==> src/mcg_pkg.sv <==
package mcg_pkg;
   localparam logic [7:0] CFG_CAP_HEADER = 8'h50;
   localparam logic [7:0] CFG_LINK_PTR = 8'h51;
   localparam logic [7:0] CFG_MSG_CTRL = 8'h52;
   localparam logic [7:0] CFG_ADDR_LOW = 8'h54;
   localparam logic [7:0] CFG_ADDR_HIGH = 8'h58;
   localparam logic [7:0] CFG_PAYLOAD = 8'h5C;
   localparam logic [7:0] CAP_ID_VALUE = 8'h05;
   localparam logic [7:0] LINK_PTR_VALUE = 8'h70;
   localparam logic [15:0] MSG_CTRL_RESET = 16'h0088;
   localparam logic [2:0] COUNT_CAPABLE = 3'b100;
   localparam logic [2:0] COUNT_MAX_CODE = 3'b100;
   localparam int CTRL_WIDE_BIT = 7;
   localparam int CTRL_ENABLE_BIT = 0;
   localparam logic [31:0] ADDR_RESET = 32'h0000_0000;
   localparam logic [15:0] PAYLOAD_RESET = 16'h0000;

   typedef struct packed {
      logic [7:0] addr;
      logic [3:0] be;
      logic [31:0] data;
      logic wr;
      logic rd;
   } mcg_cfg_req_s;

   typedef struct packed {
      logic [63:0] addr;
      logic wide;
      logic [31:0] data;
   } mcg_msg_s;
endpackage

==> src/mcg_msi_cap.sv <==
`timescale 1ns/100ps
module mcg_msi_cap
   import mcg_pkg::*;
(
   input wire logic CORE_CLK,
   input wire logic RST_N,
   input wire mcg_pkg::mcg_cfg_req_s CFG_REQ,
   output logic [31:0] CFG_RDATA,
   output logic CFG_RVALID,
   input wire logic IRQ_DETECT,
   input wire logic [3:0] IRQ_VECTOR,
   output logic IRQ_TAKEN,
   output logic MSG_VALID,
   input wire logic MSG_READY,
   output mcg_pkg::mcg_msg_s MSG_OUT
);
   import mcg_pkg::*;

   logic [2:0] count_enable;
   logic msg_enable;
   logic [31:2] addr_low;
   logic [31:0] addr_high;
   logic [15:0] payload;
   logic [31:0] next_rdata;

   function automatic logic [15:0] compose(input logic [15:0] base,
                                           input logic [2:0] code,
                                           input logic [3:0] vec);
      logic [3:0] keep;
      keep = 4'hF;
      unique case (code)
         3'b001: keep = 4'hE;
         3'b010: keep = 4'hC;
         3'b011: keep = 4'h8;
         3'b100: keep = 4'h0;
         default: keep = 4'hF;
      endcase
      compose = {base[15:4], (base[3:0] & keep) | (vec & ~keep)};
   endfunction

   // word-aligned config dword view; byte enables steer writes
   always_ff @(posedge CORE_CLK) begin
      if (!RST_N) begin
         count_enable <= MSG_CTRL_RESET[6:4];
         msg_enable <= 1'b0;
      end else if (CFG_REQ.wr && CFG_REQ.addr == CFG_CAP_HEADER
                   && CFG_REQ.be[2]) begin
         if (CFG_REQ.data[22:20] <= COUNT_MAX_CODE)
            count_enable <= CFG_REQ.data[22:20];
         msg_enable <= CFG_REQ.data[16];
      end
   end

   always_ff @(posedge CORE_CLK) begin
      if (!RST_N) begin
         addr_low <= ADDR_RESET[31:2];
         addr_high <= ADDR_RESET;
         payload <= PAYLOAD_RESET;
      end else if (CFG_REQ.wr) begin
         for (int b = 0; b < 4; b++) begin
            if (CFG_REQ.be[b] && CFG_REQ.addr == CFG_ADDR_HIGH)
               addr_high[b*8 +: 8] <= CFG_REQ.data[b*8 +: 8];
         end
         if (CFG_REQ.addr == CFG_ADDR_LOW) begin
            if (CFG_REQ.be[0])
               addr_low[7:2] <= CFG_REQ.data[7:2];
            for (int b = 1; b < 4; b++) begin
               if (CFG_REQ.be[b])
                  addr_low[b*8 +: 8] <= CFG_REQ.data[b*8 +: 8];
            end
         end
         if (CFG_REQ.addr == CFG_PAYLOAD) begin
            if (CFG_REQ.be[0])
               payload[7:0] <= CFG_REQ.data[7:0];
            if (CFG_REQ.be[1])
               payload[15:8] <= CFG_REQ.data[15:8];
         end
      end
   end

   always_comb begin
      next_rdata = 32'h0000_0000;
      unique case (CFG_REQ.addr)
         CFG_CAP_HEADER: begin
            next_rdata[7:0] = CAP_ID_VALUE;
            next_rdata[15:8] = LINK_PTR_VALUE;
            next_rdata[CTRL_WIDE_BIT+16] = 1'b1;
            next_rdata[22:20] = count_enable;
            next_rdata[19:17] = COUNT_CAPABLE;
            next_rdata[CTRL_ENABLE_BIT+16] = msg_enable;
         end
         CFG_ADDR_LOW: next_rdata = {addr_low, 2'b00};
         CFG_ADDR_HIGH: next_rdata = addr_high;
         CFG_PAYLOAD: next_rdata = {16'h0000, payload};
         default: next_rdata = 32'h0000_0000;
      endcase
   end

   always_ff @(posedge CORE_CLK) begin
      if (!RST_N) begin
         CFG_RDATA <= 32'h0000_0000;
         CFG_RVALID <= 1'b0;
      end else begin
         CFG_RVALID <= CFG_REQ.rd;
         CFG_RDATA <= CFG_REQ.rd ? next_rdata : 32'h0000_0000;
      end
   end

   // one message in flight; irq held off while busy or disabled
   always_ff @(posedge CORE_CLK) begin
      if (!RST_N) begin
         MSG_VALID <= 1'b0;
         MSG_OUT <= '0;
         IRQ_TAKEN <= 1'b0;
      end else begin
         IRQ_TAKEN <= 1'b0;
         if (MSG_VALID && MSG_READY)
            MSG_VALID <= 1'b0;
         else if (!MSG_VALID && IRQ_DETECT && msg_enable) begin
            MSG_VALID <= 1'b1;
            IRQ_TAKEN <= 1'b1;
            MSG_OUT.addr <= {addr_high, addr_low, 2'b00};
            MSG_OUT.wide <= |addr_high;
            MSG_OUT.data <= {16'h0000,
                             compose(payload, count_enable, IRQ_VECTOR)};
         end
      end
   end

   // message path checks
   a_enable_gates: assert property (
      @(posedge CORE_CLK) disable iff (!RST_N)
      !msg_enable && !MSG_VALID |=> !MSG_VALID)
      else $error("message sent while disabled");
   a_disabled_quiet: assert property (
      @(posedge CORE_CLK) disable iff (!RST_N)
      !msg_enable |=> !IRQ_TAKEN)
      else $error("irq taken while disabled");
   a_take_irq: assert property (
      @(posedge CORE_CLK) disable iff (!RST_N)
      IRQ_DETECT && msg_enable && !MSG_VALID |=> MSG_VALID && IRQ_TAKEN)
      else $error("irq not turned into message");
   a_busy_refuse: assert property (
      @(posedge CORE_CLK) disable iff (!RST_N)
      MSG_VALID |=> !IRQ_TAKEN)
      else $error("irq taken while message pending");
   a_msg_hold: assert property (
      @(posedge CORE_CLK) disable iff (!RST_N)
      MSG_VALID && !MSG_READY |=> MSG_VALID && $stable(MSG_OUT))
      else $error("pending message changed");
   a_wide_flag: assert property (
      @(posedge CORE_CLK) disable iff (!RST_N)
      MSG_VALID |-> MSG_OUT.wide == (MSG_OUT.addr[63:32] != 32'h0000_0000))
      else $error("address width flag wrong");
   a_addr_align: assert property (
      @(posedge CORE_CLK) disable iff (!RST_N)
      MSG_VALID |-> MSG_OUT.addr[1:0] == 2'b00)
      else $error("message address unaligned");
   a_data_upper: assert property (
      @(posedge CORE_CLK) disable iff (!RST_N)
      IRQ_TAKEN
      |-> (MSG_OUT.data[15:0] & 16'hFFF0) == ($past(payload) & 16'hFFF0)
      && MSG_OUT.data[31:16] == 16'h0000)
      else $error("fixed payload bits altered");

   // vector substitution for count codes 000, 001, 011 and 100 (code 010 not checked)
   a_single_vec: assert property (
      @(posedge CORE_CLK) disable iff (!RST_N)
      IRQ_TAKEN && $past(count_enable) == 3'b000
      |-> MSG_OUT.data[3:0] == 4'($past(payload)))
      else $error("vector bits changed for one message");
   a_two_vec: assert property (
      @(posedge CORE_CLK) disable iff (!RST_N)
      IRQ_TAKEN && $past(count_enable) == 3'b001
      |-> MSG_OUT.data[3:0] == ((4'($past(payload)) & 4'hE)
      | ($past(IRQ_VECTOR) & 4'h1)))
      else $error("two vector substitution wrong");
   a_eight_vec: assert property (
      @(posedge CORE_CLK) disable iff (!RST_N)
      IRQ_TAKEN && $past(count_enable) == 3'b011
      |-> MSG_OUT.data[3:0] == ((4'($past(payload)) & 4'h8)
      | ($past(IRQ_VECTOR) & 4'h7)))
      else $error("eight vector substitution wrong");
   a_sixteen_vec: assert property (
      @(posedge CORE_CLK) disable iff (!RST_N)
      IRQ_TAKEN && $past(count_enable) == 3'b100
      |-> MSG_OUT.data[3:0] == $past(IRQ_VECTOR))
      else $error("vector number not substituted");

   // register read checks and count_enable legality
   a_ctrl_read: assert property (
      @(posedge CORE_CLK) disable iff (!RST_N)
      CFG_REQ.rd && CFG_REQ.addr == CFG_CAP_HEADER
      |=> CFG_RVALID && CFG_RDATA[15:0] == 16'h7005
      && CFG_RDATA[31:24] == 8'h00 && CFG_RDATA[23]
      && CFG_RDATA[19:17] == 3'b100)
      else $error("capability header read wrong");
   a_enable_read: assert property (
      @(posedge CORE_CLK) disable iff (!RST_N)
      CFG_REQ.rd && CFG_REQ.addr == CFG_CAP_HEADER
      |=> CFG_RDATA[16] == $past(msg_enable))
      else $error("enable bit read wrong");
   a_low_read: assert property (
      @(posedge CORE_CLK) disable iff (!RST_N)
      CFG_REQ.rd && CFG_REQ.addr == CFG_ADDR_LOW
      |=> CFG_RVALID && CFG_RDATA[1:0] == 2'b00)
      else $error("low address reserved bits set");
   a_high_read: assert property (
      @(posedge CORE_CLK) disable iff (!RST_N)
      CFG_REQ.rd && CFG_REQ.addr == CFG_ADDR_HIGH
      |=> CFG_RVALID && CFG_RDATA == $past(addr_high))
      else $error("high address read wrong");
   a_payload_read: assert property (
      @(posedge CORE_CLK) disable iff (!RST_N)
      CFG_REQ.rd && CFG_REQ.addr == CFG_PAYLOAD
      |=> CFG_RVALID && CFG_RDATA[31:16] == 16'h0000)
      else $error("payload read upper half set");
   a_count_legal: assert property (
      @(posedge CORE_CLK) disable iff (!RST_N)
      count_enable <= 3'b100)
      else $error("reserved vector count held");
endmodule

==> config.mk <==
export PLATFORM = sky130hd
export DESIGN_NAME = mcg_msi_cap
export DESIGN_NICKNAME = d
export VERILOG_FILES = /design/src/mcg_pkg.sv /design/src/mcg_msi_cap.sv
export SDC_FILE = /design/constraint.sdc
export NUM_CORES = 1
export LEC_CHECK = 0
export BUFFER_PORTS_ARGS = -buffer_cell sky130_fd_sc_hd__buf_2
export CAP_MARGIN = 25
export CORE_ASPECT_RATIO = 0.75
export CORE_UTILIZATION = 53
export CTS_CLUSTER_DIAMETER = 40
export CTS_CLUSTER_SIZE = 28
export DETAILED_ROUTE_END_ITERATION = 10
export PLACE_DENSITY = 0.89
export SYNTH_ARGS = -nofsm -noshare
export SYNTH_HDL_FRONTEND = slang
export SYNTH_SLANG_ARGS = --single-unit
export TNS_END_PERCENT = 10
==> constraint.sdc <==
create_clock -name CORE_CLK -period 2.1 [get_ports CORE_CLK]
set_clock_uncertainty 0.2 [all_clocks]
set_input_delay 0 -clock CORE_CLK [delete_from_list [all_inputs] [get_ports CORE_CLK]]
set_output_delay 0 -clock CORE_CLK [all_outputs]
set_load 0.03 [all_outputs]
# Word level (Yosys, flattened, before mapping)
# Cells that the tools add are included.
[op_classes]
n_mux = 7
magnitude_cmp = 1
eq_ne = 8
reduce_logical = 25
n_bitwise = 6
[op_table]
columns = ["operator", "count"]
rows = [
  ["case mux 24 bit (4 select lines)", 1],
  ["== test 8 x 7 -> 1 bit (second input constant)", 4],
  ["OR reduction 32 bit", 1],
  ["AND reduction 3 bit", 6],
  ["case mux 4 bit (4 select lines)", 1],
  ["case mux 8 bit (2 select lines)", 1],
  ["AND reduction 2 bit", 7],
  ["2-to-1 mux 4 bit", 3],
  ["logical AND 1 bit", 9],
  ["AND 4 bit", 2],
  ["== test 3 x 2 -> 1 bit (second input constant)", 2],
  ["inverter 4 bit", 1],
  ["bitwise OR 4 bit", 1],
  ["== test 3 x 1 -> 1 bit (second input constant)", 1],
  ["== test 3 bit (second input constant)", 1],
  ["<= comparator 3 bit (second input constant)", 1],
  ["inverter 1 bit", 2],
  ["OR reduction 2 bit", 1],
  ["zero test 1 bit", 1],
  ["2-to-1 mux 1 bit", 1],
]
[word_totals]
output_inout_bits = 132
reg_bits = 196
elab_cells = 66

# Longest topological paths before layout
# Gate-level depths: netlist (run 1).
[depth]
ltp_word = 9
mapped_depth = 7

# Least setup slack after synthesis (run 1)
# No wires, ideal clock.
[synth_timing]
path_kind = "register to register"
from = "register MSG_VALID"
to = "register MSG_OUT[4] (netlist bit)"
required_time_ns = 1.830
slack_ns = 0.386
n_path_buf = 3
path_stages_with_launch = 7
period_less_slack_ns = 1.714
t_arrival_ns = 1.443
cell_sequence = "dfxtp_1 > or2_2 > clkbuf_1 > buf_2 > buf_2 > nand2_1 > a21oi_1"
[synth_between]
elab_chain_cells = 4
elab_cells_between_ends = 6
classes_between = "bitwise: 1; reduce/logical: 5"
[synth_lines]
columns = ["item", "line", "rtl"]
rows = [
  ["start, declared", "mcg_msi_cap.sv:13", "output logic MSG_VALID,"],
  ["start signal, assigned", "mcg_msi_cap.sv:112", "MSG_VALID <= 1'b0;"],
  ["start signal, assigned", "mcg_msi_cap.sv:118", "MSG_VALID <= 1'b0;"],
  ["start signal, assigned", "mcg_msi_cap.sv:120", "MSG_VALID <= 1'b1;"],
  ["zero test 1 bit", "mcg_msi_cap.sv:119", "else if (!MSG_VALID && IRQ_DETECT && msg_enable) begin"],
  ["logical AND 1 bit (2 in series)", "mcg_msi_cap.sv:119", ""],
  ["AND reduction 2 bit (no source line) (*)", "--", ""],
  ["end, declared", "mcg_msi_cap.sv:15", "output mcg_pkg::mcg_msg_s MSG_OUT"],
]
# Every way passes the cells marked *; elsewhere a longest branch is shown, timed or not.
# A chain may end at the register's enable or synchronous reset.

# Final worst setup path (run 1)
[layout_timing]
from = "input port CFG_REQ[45] (netlist bit)"
to = "register addr_low[24] (netlist bit)"
[layout_between]
elab_chain_cells = 2
[layout_lines]
columns = ["item", "line", "rtl"]
rows = [
  ["start, declared", "mcg_msi_cap.sv:7", "input wire mcg_pkg::mcg_cfg_req_s CFG_REQ,"],
  ["== test 8 x 7 -> 1 bit", "mcg_msi_cap.sv:64", "if (CFG_REQ.addr == CFG_ADDR_LOW) begin"],
  ["AND reduction 3 bit (no source line)", "--", ""],
  ["end signal, assigned", "mcg_msi_cap.sv:56", "addr_low <= ADDR_RESET[31:2];"],
  ["end signal, assigned by index", "mcg_msi_cap.sv:69", "addr_low[b*8 +: 8] <= CFG_REQ.data[b*8 +: 8];"],
  ["end, declared", "mcg_msi_cap.sv:21", "logic [31:2] addr_low;"],
]
# Every way passes these cells.

==> Flow_metrics.wiki, run 1 <==
{| class="wikitable"
! Metric !! Value
|-
| Outcome || finished clean
|-
| Clock period minus final worst setup slack || between 2 and 2.5 ns
|-
| Critical path data required time || about 2.2 ns
|-
| Detailed-placement wirelength estimate || 14.4 mm
|-
| Routability congestion estimate || slightly below 0.9
|-
| Critical path class || input pin to flop
|-
| Pin count of the biggest net entering global routing || between 100 and 150
|-
| Global-route wire length before repair || ~35 mm
|-
| Number of max-slew violations in the final report || 0
|-
| Area enclosed by the die boundary || around 0.014 mm2
|-
| Average detailed-routed wire length per instance || 17.9 um
|-
| Count of port buffers added during placement || between 150 and 200
|-
| Sink count of the clock tree || a little under 200
|-
| Maximum Capacitance Violations || 0
|-
| Crit end category || flop
|-
| Critical path startpoint category || input pin
|-
| Height of the die || 104 um
|-
| PwrDens || about 800 mW/mm2
|-
| Final number of hold-violating endpoints || 0
|-
| Initial antenna violation count || 0
|-
| Worst vdd rail ir drop || about 0.00057 V
|-
| Area occupied by multi-input gates || roughly 0.0030 mm2
|-
| Finish-stage setup viols || 0
|-
| TritonCTS clock tree || yes
|-
| Unrepaired setup endpoints after global routing || false
|-
| Final worst path period share || 0.961
|-
| Number of antenna-violating nets in the routed design || 0
|-
| Hold crit path type || input pin to flop
|-
| Clock Latency Late Sink || between 0.4 and 0.5 ns
|-
| Number of buffers inserted during clock tree synthesis || 17
|-
| DRC violation count after routing || 0
|-
| N_diodes || 0
|-
| Number of violations reported at the end of detailed-routing iteration 0 || 926
|-
| Post-DP Area || approximately 0.0083 mm2
|-
| H-tree levels || 4
|-
| Yosys warns || 0
|-
| Synthesis-to-layout area growth || 28.5%
|-
| Synth Cell Area || 0.00731 mm2
|-
| Setup slack after placement || approximately 0.38 ns
|-
| CTS root buf || clkbuf_16
|-
| Highest attainable clock frequency || around 500 MHz
|-
| Most common cell in the netlist || nand2_1
|-
| Slew @ Worst Pin || around 0.70 ns
|-
| Overall routed net length || roughly 23 mm
|-
| Core Box Area || between 0.01 and 0.015 mm2
|-
| Leftover overflow at the end of global routing || 0
|-
| Register area || between 0.003 and 0.004 mm2
|-
| Cell variety after synth || 41
|-
| Total of flip-flops plus latches after synthesis || between 150 and 200
|-
| Most instantiated cells after synthesis || nand2_1 (202), dfxtp_1 (196), a21oi_1 (101), o21ai_0 (70), nand3_1 (63)
|-
| FF-to-FF Start || count_enable[2]
|-
| Width of the chip || 138 um
|-
| Overall routing resource usage || 0.321
|-
| Area contributors post-synth || dfxtp_1 (54%), nand2_1 (10%), a21oi_1 (6.9%), o21ai_0 (4.8%), mux2i_1 (4.7%)
|-
| Share of synthesized registers carrying an async set or reset || 0
|-
| Cell type contributing the most total cell area after synthesis || dfxtp_1
|-
| Top-Level Pins || roughly 190
|-
| Yosys top cell area share || 0.536
|-
| Post-CTS clock slew at the launch and capture registers of the worst setup and hold paths || 0.07 ns
|-
| Number of nets in the layout || between 1k and 1.5k
|-
| Proportion of layout cells with a drive suffix above 1 || 0.215
|-
| Total Neg Setup Slack || 0 ns
|-
| Via count of the first global-routing pass || between 6k and 7k
|-
| Max Root-Sink Buffers || 2
|-
| Mean area per synthesized cell || between 8 and 9 um2
|-
| Worst slew slack as a fraction of its limit || 0.527
|-
| Number of enable-type register cells in the synthesized netlist || 0
|-
| Post-detailed-route via-to-cell ratio || roughly 5.7
|-
| Critical Path Fanout Max || 8
|-
| Worst setup margin || just over 0.08 ns
|-
| Worst path arrival time || around 2.1 ns
|-
| Start point of the worst min-delay path || CFG_REQ[38]
|-
| Worst setup startpoint || CFG_REQ[45]
|-
| Initial core utilization || 0.552
|-
| Leakage Power || a little under 4 nW
|-
| Cell count after synthesis || 871
|-
| Via count || about 7.1k
|-
| Detailed-routing iteration count for the pre-antenna-repair pass || 6
|-
| Top flip-flop cell by instance count after synthesis || dfxtp_1
|-
| Number of fillers in the final layout || approximately 1000
|-
| Layout Cell Area excl Fill || about 0.0094 mm2
|-
| Row count || 36
|-
| Sequential-to-total area share from yosys stat || 0.536
|}
## layout by cell type (no fill, tap or decap), types with 23 or more instances in the layout
cell type and n:
nand2_1 202, dfxtp_1 196, buf_2 166, a21oi_1 101, o21ai_0 70, nand3_1 63
nor2_1 52, dlygate4sd3_1 52, mux2i_1 34, buf_4 23
## final cells by class
type                    instances  area share
flip-flops and latches        196       0.417
multi-input cells             607       0.324
repair buffers                246       0.172
clock buffers                  21      0.0500
well taps                     171      0.0228
clock inverters                 9      0.0110
inverters                       7     0.00280
## worst paths after layout
| check | slack [ns] | endpoint | cells after the start |
|---|---|---|---|
| setup / recovery | 0.08 | addr_low[24] | 7 |
| hold / removal | 0.03 | count_enable[2] | 5 |
| setup reg to reg | 0.25 | CFG_RDATA[22] | 6 |
| hold reg to reg | 0.25 | MSG_OUT[54] | 2 |
## critical path, stage by stage
cell and delay (ns):
buf_2 0.10, dlygate4sd3_1 0.55, nor2b_1 0.28, and3_1 0.29, nand3_4 0.18, mux2i_1 0.17
dlygate4sd3_1 0.56
## through the flow
stage / hold WS (ns) / total power, mW / util / instances
after floorplan: -0.0528 / 4.00 / - / 888
after global placement: 0.0804 / 4.09 / 0.626 / 1174
after detailed placement: 0.0854 / 4.09 / 0.626 / 1174
after CTS: 0.00515 / 7.30 / 0.709 / 1257
after global routing: 0.0584 / 7.48 / 0.710 / 1257
final: 0.0310 / 7.31 / 0.710 / 1257
## cells by family after synthesis
logic type / synth area share
and+or+nand+nor: 0.213
DFF: 0.536
AOI/OAI and AO/OA: 0.140
buffers and inverters: 0.0580
muxes: 0.0511
xor gates and xnor gates: 0.00120
other: 0.000513
## sequential cells by signal, summed over array words and instances (netlist names), 3 cells and up
register      flops
CFG_RDATA        32
payload          16
addr_high        32
MSG_OUT          79
count_enable      3
addr_low         30
## routing by layer
metal | track usage | up-vias | wire, um
met5 | 0 | - | 0
met4 | 0.167 | 0 | 832
met3 | 0.0861 | 77 | 2500
met2 | 0.476 | 458 | 9990
met1 | 0.424 | 3269 | 9200
li1 | - | 3322 | -
## report_power, final
part / internal (mW) / switching [mW] / leakage [nW] / total (mW)
logic: 0.137 / 0.231 / 2.12 / 0.368
clock network: 1.83 / 1.39 / 0.281 / 3.22
registers: 3.72 / 0.00142 / 1.58 / 3.72
## what timing repair did
item | in CTS | in global routing
hold endpoints to repair | 119 | 0
hold buffers | 53 | 0
buffers inserted | 0 | 0
setup endpoints to repair | 0 | 10
gates resized for setup | 0 | 2
(Power assumes the default switching activity.)
==> run 2: changes to the inputs <==
- clock period: 2.1 -> 1.9 ns (I/O delays scaled with it)
==> Flow_metrics.wiki, run 2 (synthesized netlist as in run 1, its figures left out) <==
{| class="wikitable"
! Metric !! Value
|-
| Outcome || finished clean
|-
| Max Root-Sink Buffers || 2 (unchanged)
|-
| Critical path data required time || 2.02 ns (-0.20 ns)
|-
| Worst setup margin || 0.0420 ns (-0.0392 ns)
|-
| Number of violations reported at the end of detailed-routing iteration 0 || 1105 (+19%)
|-
| Cell Chain, Critical Path || dlygate4sd3_1 > buf_2 > and2_4 > nand4_1 > buf_4 > nand3_1 > o21ai_0 > dlygate4sd3_1
|-
| Number of buffers inserted during clock tree synthesis || 17 (unchanged)
|-
| PwrDens || 829 mW/mm2 (+6.7%)
|-
| Largest register FFs || 79 (unchanged)
|-
| Number of cells on the worst reg-to-reg path || 6 (unchanged)
|-
| Register area || 0.00392 mm2 (unchanged)
|-
| Area enclosed by the die boundary || 0.0143 mm2 (unchanged)
|-
| TritonCTS clock tree || yes
|-
| H-tree levels || 4 (unchanged)
|-
| Setup slack after placement || 0.202 ns (-0.175 ns)
|-
| Highest attainable clock frequency || approximately 540 MHz
|-
| Detailed-placement wirelength estimate || 14.6 mm (+1.1%)
|-
| Leftover overflow at the end of global routing || 0 (unchanged)
|-
| Number of max-slew violations in the final report || 0 (unchanged)
|-
| Overall routed net length || 23.3 mm (+3.3%)
|-
| Initial core utilization || 0.552 (unchanged)
|-
| Area occupied by multi-input gates || 0.00304 mm2 (-0.16%)
|-
| Final design utilization || 0.721 (+0.0111)
|-
| Width of the chip || 138 um (unchanged)
|-
| Top-Level Pins || 186 (unchanged)
|-
| Overall routing resource usage || 0.329 (+0.00757)
|-
| Via count || 7398 (+3.8%)
|-
| Final cell count without fillers || 1276 (+1.5%)
|-
| Most common library cell in the layout ignoring fill and taps || nand2_1
|-
| Standard cell with the maximum stage delay on the critical path || dlygate4sd3_1
|-
| Via count of the first global-routing pass || 6924 (+3.4%)
|-
| Total Neg Setup Slack || 0 ns (unchanged)
|-
| Pin count of the biggest net entering global routing || 55 (-48%)
|-
| Core Box Area || 0.0132 mm2 (unchanged)
|-
| Finish-stage setup viols || 0 (unchanged)
|-
| Critical path startpoint category || input pin
|-
| Proportion of layout cells with a drive suffix above 1 || 0.218 (+0.00375)
|-
| Layout Cell Area excl Fill || 0.00955 mm2 (+1.6%)
|-
| Average detailed-routed wire length per instance || 18.2 um (+1.8%)
|-
| Clock period minus final worst setup slack || between 1.5 and 2 ns
|-
| Hold crit path type || input pin to flop
|-
| Number of fillers in the final layout || 932 (-6.3%)
|-
| Largest stage delay on the critical path || 0.57 ns (about the same)
|-
| Largest registers || MSG_OUT: 79 flops, CFG_RDATA: 32 flops, addr_high: 32 flops
|-
| Sink count of the clock tree || 196 (unchanged)
|-
| Count of port buffers added during placement || 167 (unchanged)
|-
| Number of nets in the layout || 1145 (+1.4%)
|-
| Crit-path most repeated cell || dlygate4sd3_1
|-
| Synthesis-to-layout area growth || 30.5%
|-
| Detailed-routing iteration count for the pre-antenna-repair pass || 8 (+2)
|-
| Clock Latency Late Sink || 0.44 ns (about the same)
|-
| Global-route wire length before repair || 36.0 mm (+3.2%)
|-
| CTS root buf || clkbuf_16
|-
| DRC violation count after routing || 0 (unchanged)
|-
| Critical path class || input pin to flop
|-
| Crit end category || flop
|-
| Hold depth || 6 (+1)
|-
| Post-DP Area || 0.00835 mm2 (+0.76%)
|-
| Post-detailed-route via-to-cell ratio || 5.80 (+2.3%)
|-
| Row count || 36 (unchanged)
|-
| Initial antenna violation count || 0 (unchanged)
|-
| Critical Path Fanout Max || 16 (+8)
|-
| Final worst path period share || 0.978
|-
| Number of antenna-violating nets in the routed design || 0 (unchanged)
|-
| Final number of hold-violating endpoints || 0 (unchanged)
|-
| Commonest cells after routing, fill and taps aside || nand2_1 (202), dfxtp_1 (196), buf_2 (166), a21oi_1 (101), o21ai_0 (70)
|-
| Leakage Power || 4.04 nW (+1.6%)
|-
| Worst vdd rail ir drop || 0.000692 V (+21%)
|-
| Post-CTS clock slew at the launch and capture registers of the worst setup and hold paths || 0.08 ns (about the same)
|-
| Worst slew slack as a fraction of its limit || 0.508 (-0.0187)
|-
| Unrepaired setup endpoints after global routing || false
|-
| Post-placement cell count || 1179 (+0.43%)
|-
| Height of the die || 104 um (unchanged)
|-
| Maximum Capacitance Violations || 0 (unchanged)
|-
| Worst path arrival time || 1.98 ns (-0.16 ns)
|-
| Largest reg by FF count || MSG_OUT
|-
| Slew @ Worst Pin || 0.735 ns (+0.0322 ns)
|-
| Routability congestion estimate || 0.919 (+3.7%)
|}
==> run 2: cell types whose count changed in the layout (fill, tap and decap cells not counted), moves of 2 or more <==
cell	previous run	this run
buf_12	4	7
clkbuf_8	3	1
bufinv_16	2	0
dlygate4sd3_1	52	63
buf_4	23	26
clkinv_2	4	2
inv_6	1	5
==> run 2: layer usage <==
metal  vias up  track usage  wire length, um
li1       3366            -                -
met5         -            0                0
met1      3430        0.442             9320
met4         0        0.146              782
met3        82       0.0886             2930
met2       520        0.490            10200
==> run 2: path summary, 6_finish.rpt <==
check | slack (ns) | endpoint | startpoint
setup / recovery | 0.04 | addr_low[18] | CFG_REQ[1]
hold / removal | 0.01 | MSG_OUT[62] | IRQ_DETECT
setup reg to reg | 0.08 | CFG_RDATA[21] | count_enable[1]
hold reg to reg | 0.25 | MSG_OUT[50] | MSG_OUT[50]
==> run 2: critical path, delay by kind of cell <==
| family | cells | cell delay [ns] |
|---|---|---|
| simple gates | 3 | 0.37 |
| buf+inv | 4 | 1.51 |
| compound gates | 1 | 0.09 |
==> run 2: through the flow <==
step | hold slack (ns) | total power [mW]
floorplan | -0.0528 | 4.42
global route | 0.0249 | 8.11
finish | 0.0130 | 7.92
global placement | 0.0701 | 4.52
detailed placement | 0.0880 | 4.52
CTS | 0.000577 | 7.88
==> run 2: cell type report <==
cell class / instances / share of cell area
tap: 171 / 0.0224
clock buffer: 20 / 0.0468
antenna: 1 / 0.000262
clock inverter: 12 / 0.0101
timing repair buffer: 262 / 0.188
sequential: 196 / 0.411
multi-input combinational: 607 / 0.318
inverter: 7 / 0.00275
==> run 2: report_power, final <==
part           switching, mW  internal, mW  total [mW]
registers            0.00155          4.11        4.11
clock network           1.63          1.74        3.37
logic                  0.266         0.173       0.440
==> run 2: timing repair <==
| action | CTS | global route |
|---|---|---|
| hold buffers | 64 | 0 |
| resized for setup | 0 | 1 |
| setup buffers | 0 | 0 |
| endpoints found under the setup margin | 0 | 2 |
| endpoints found under the hold margin | 140 | 0 |
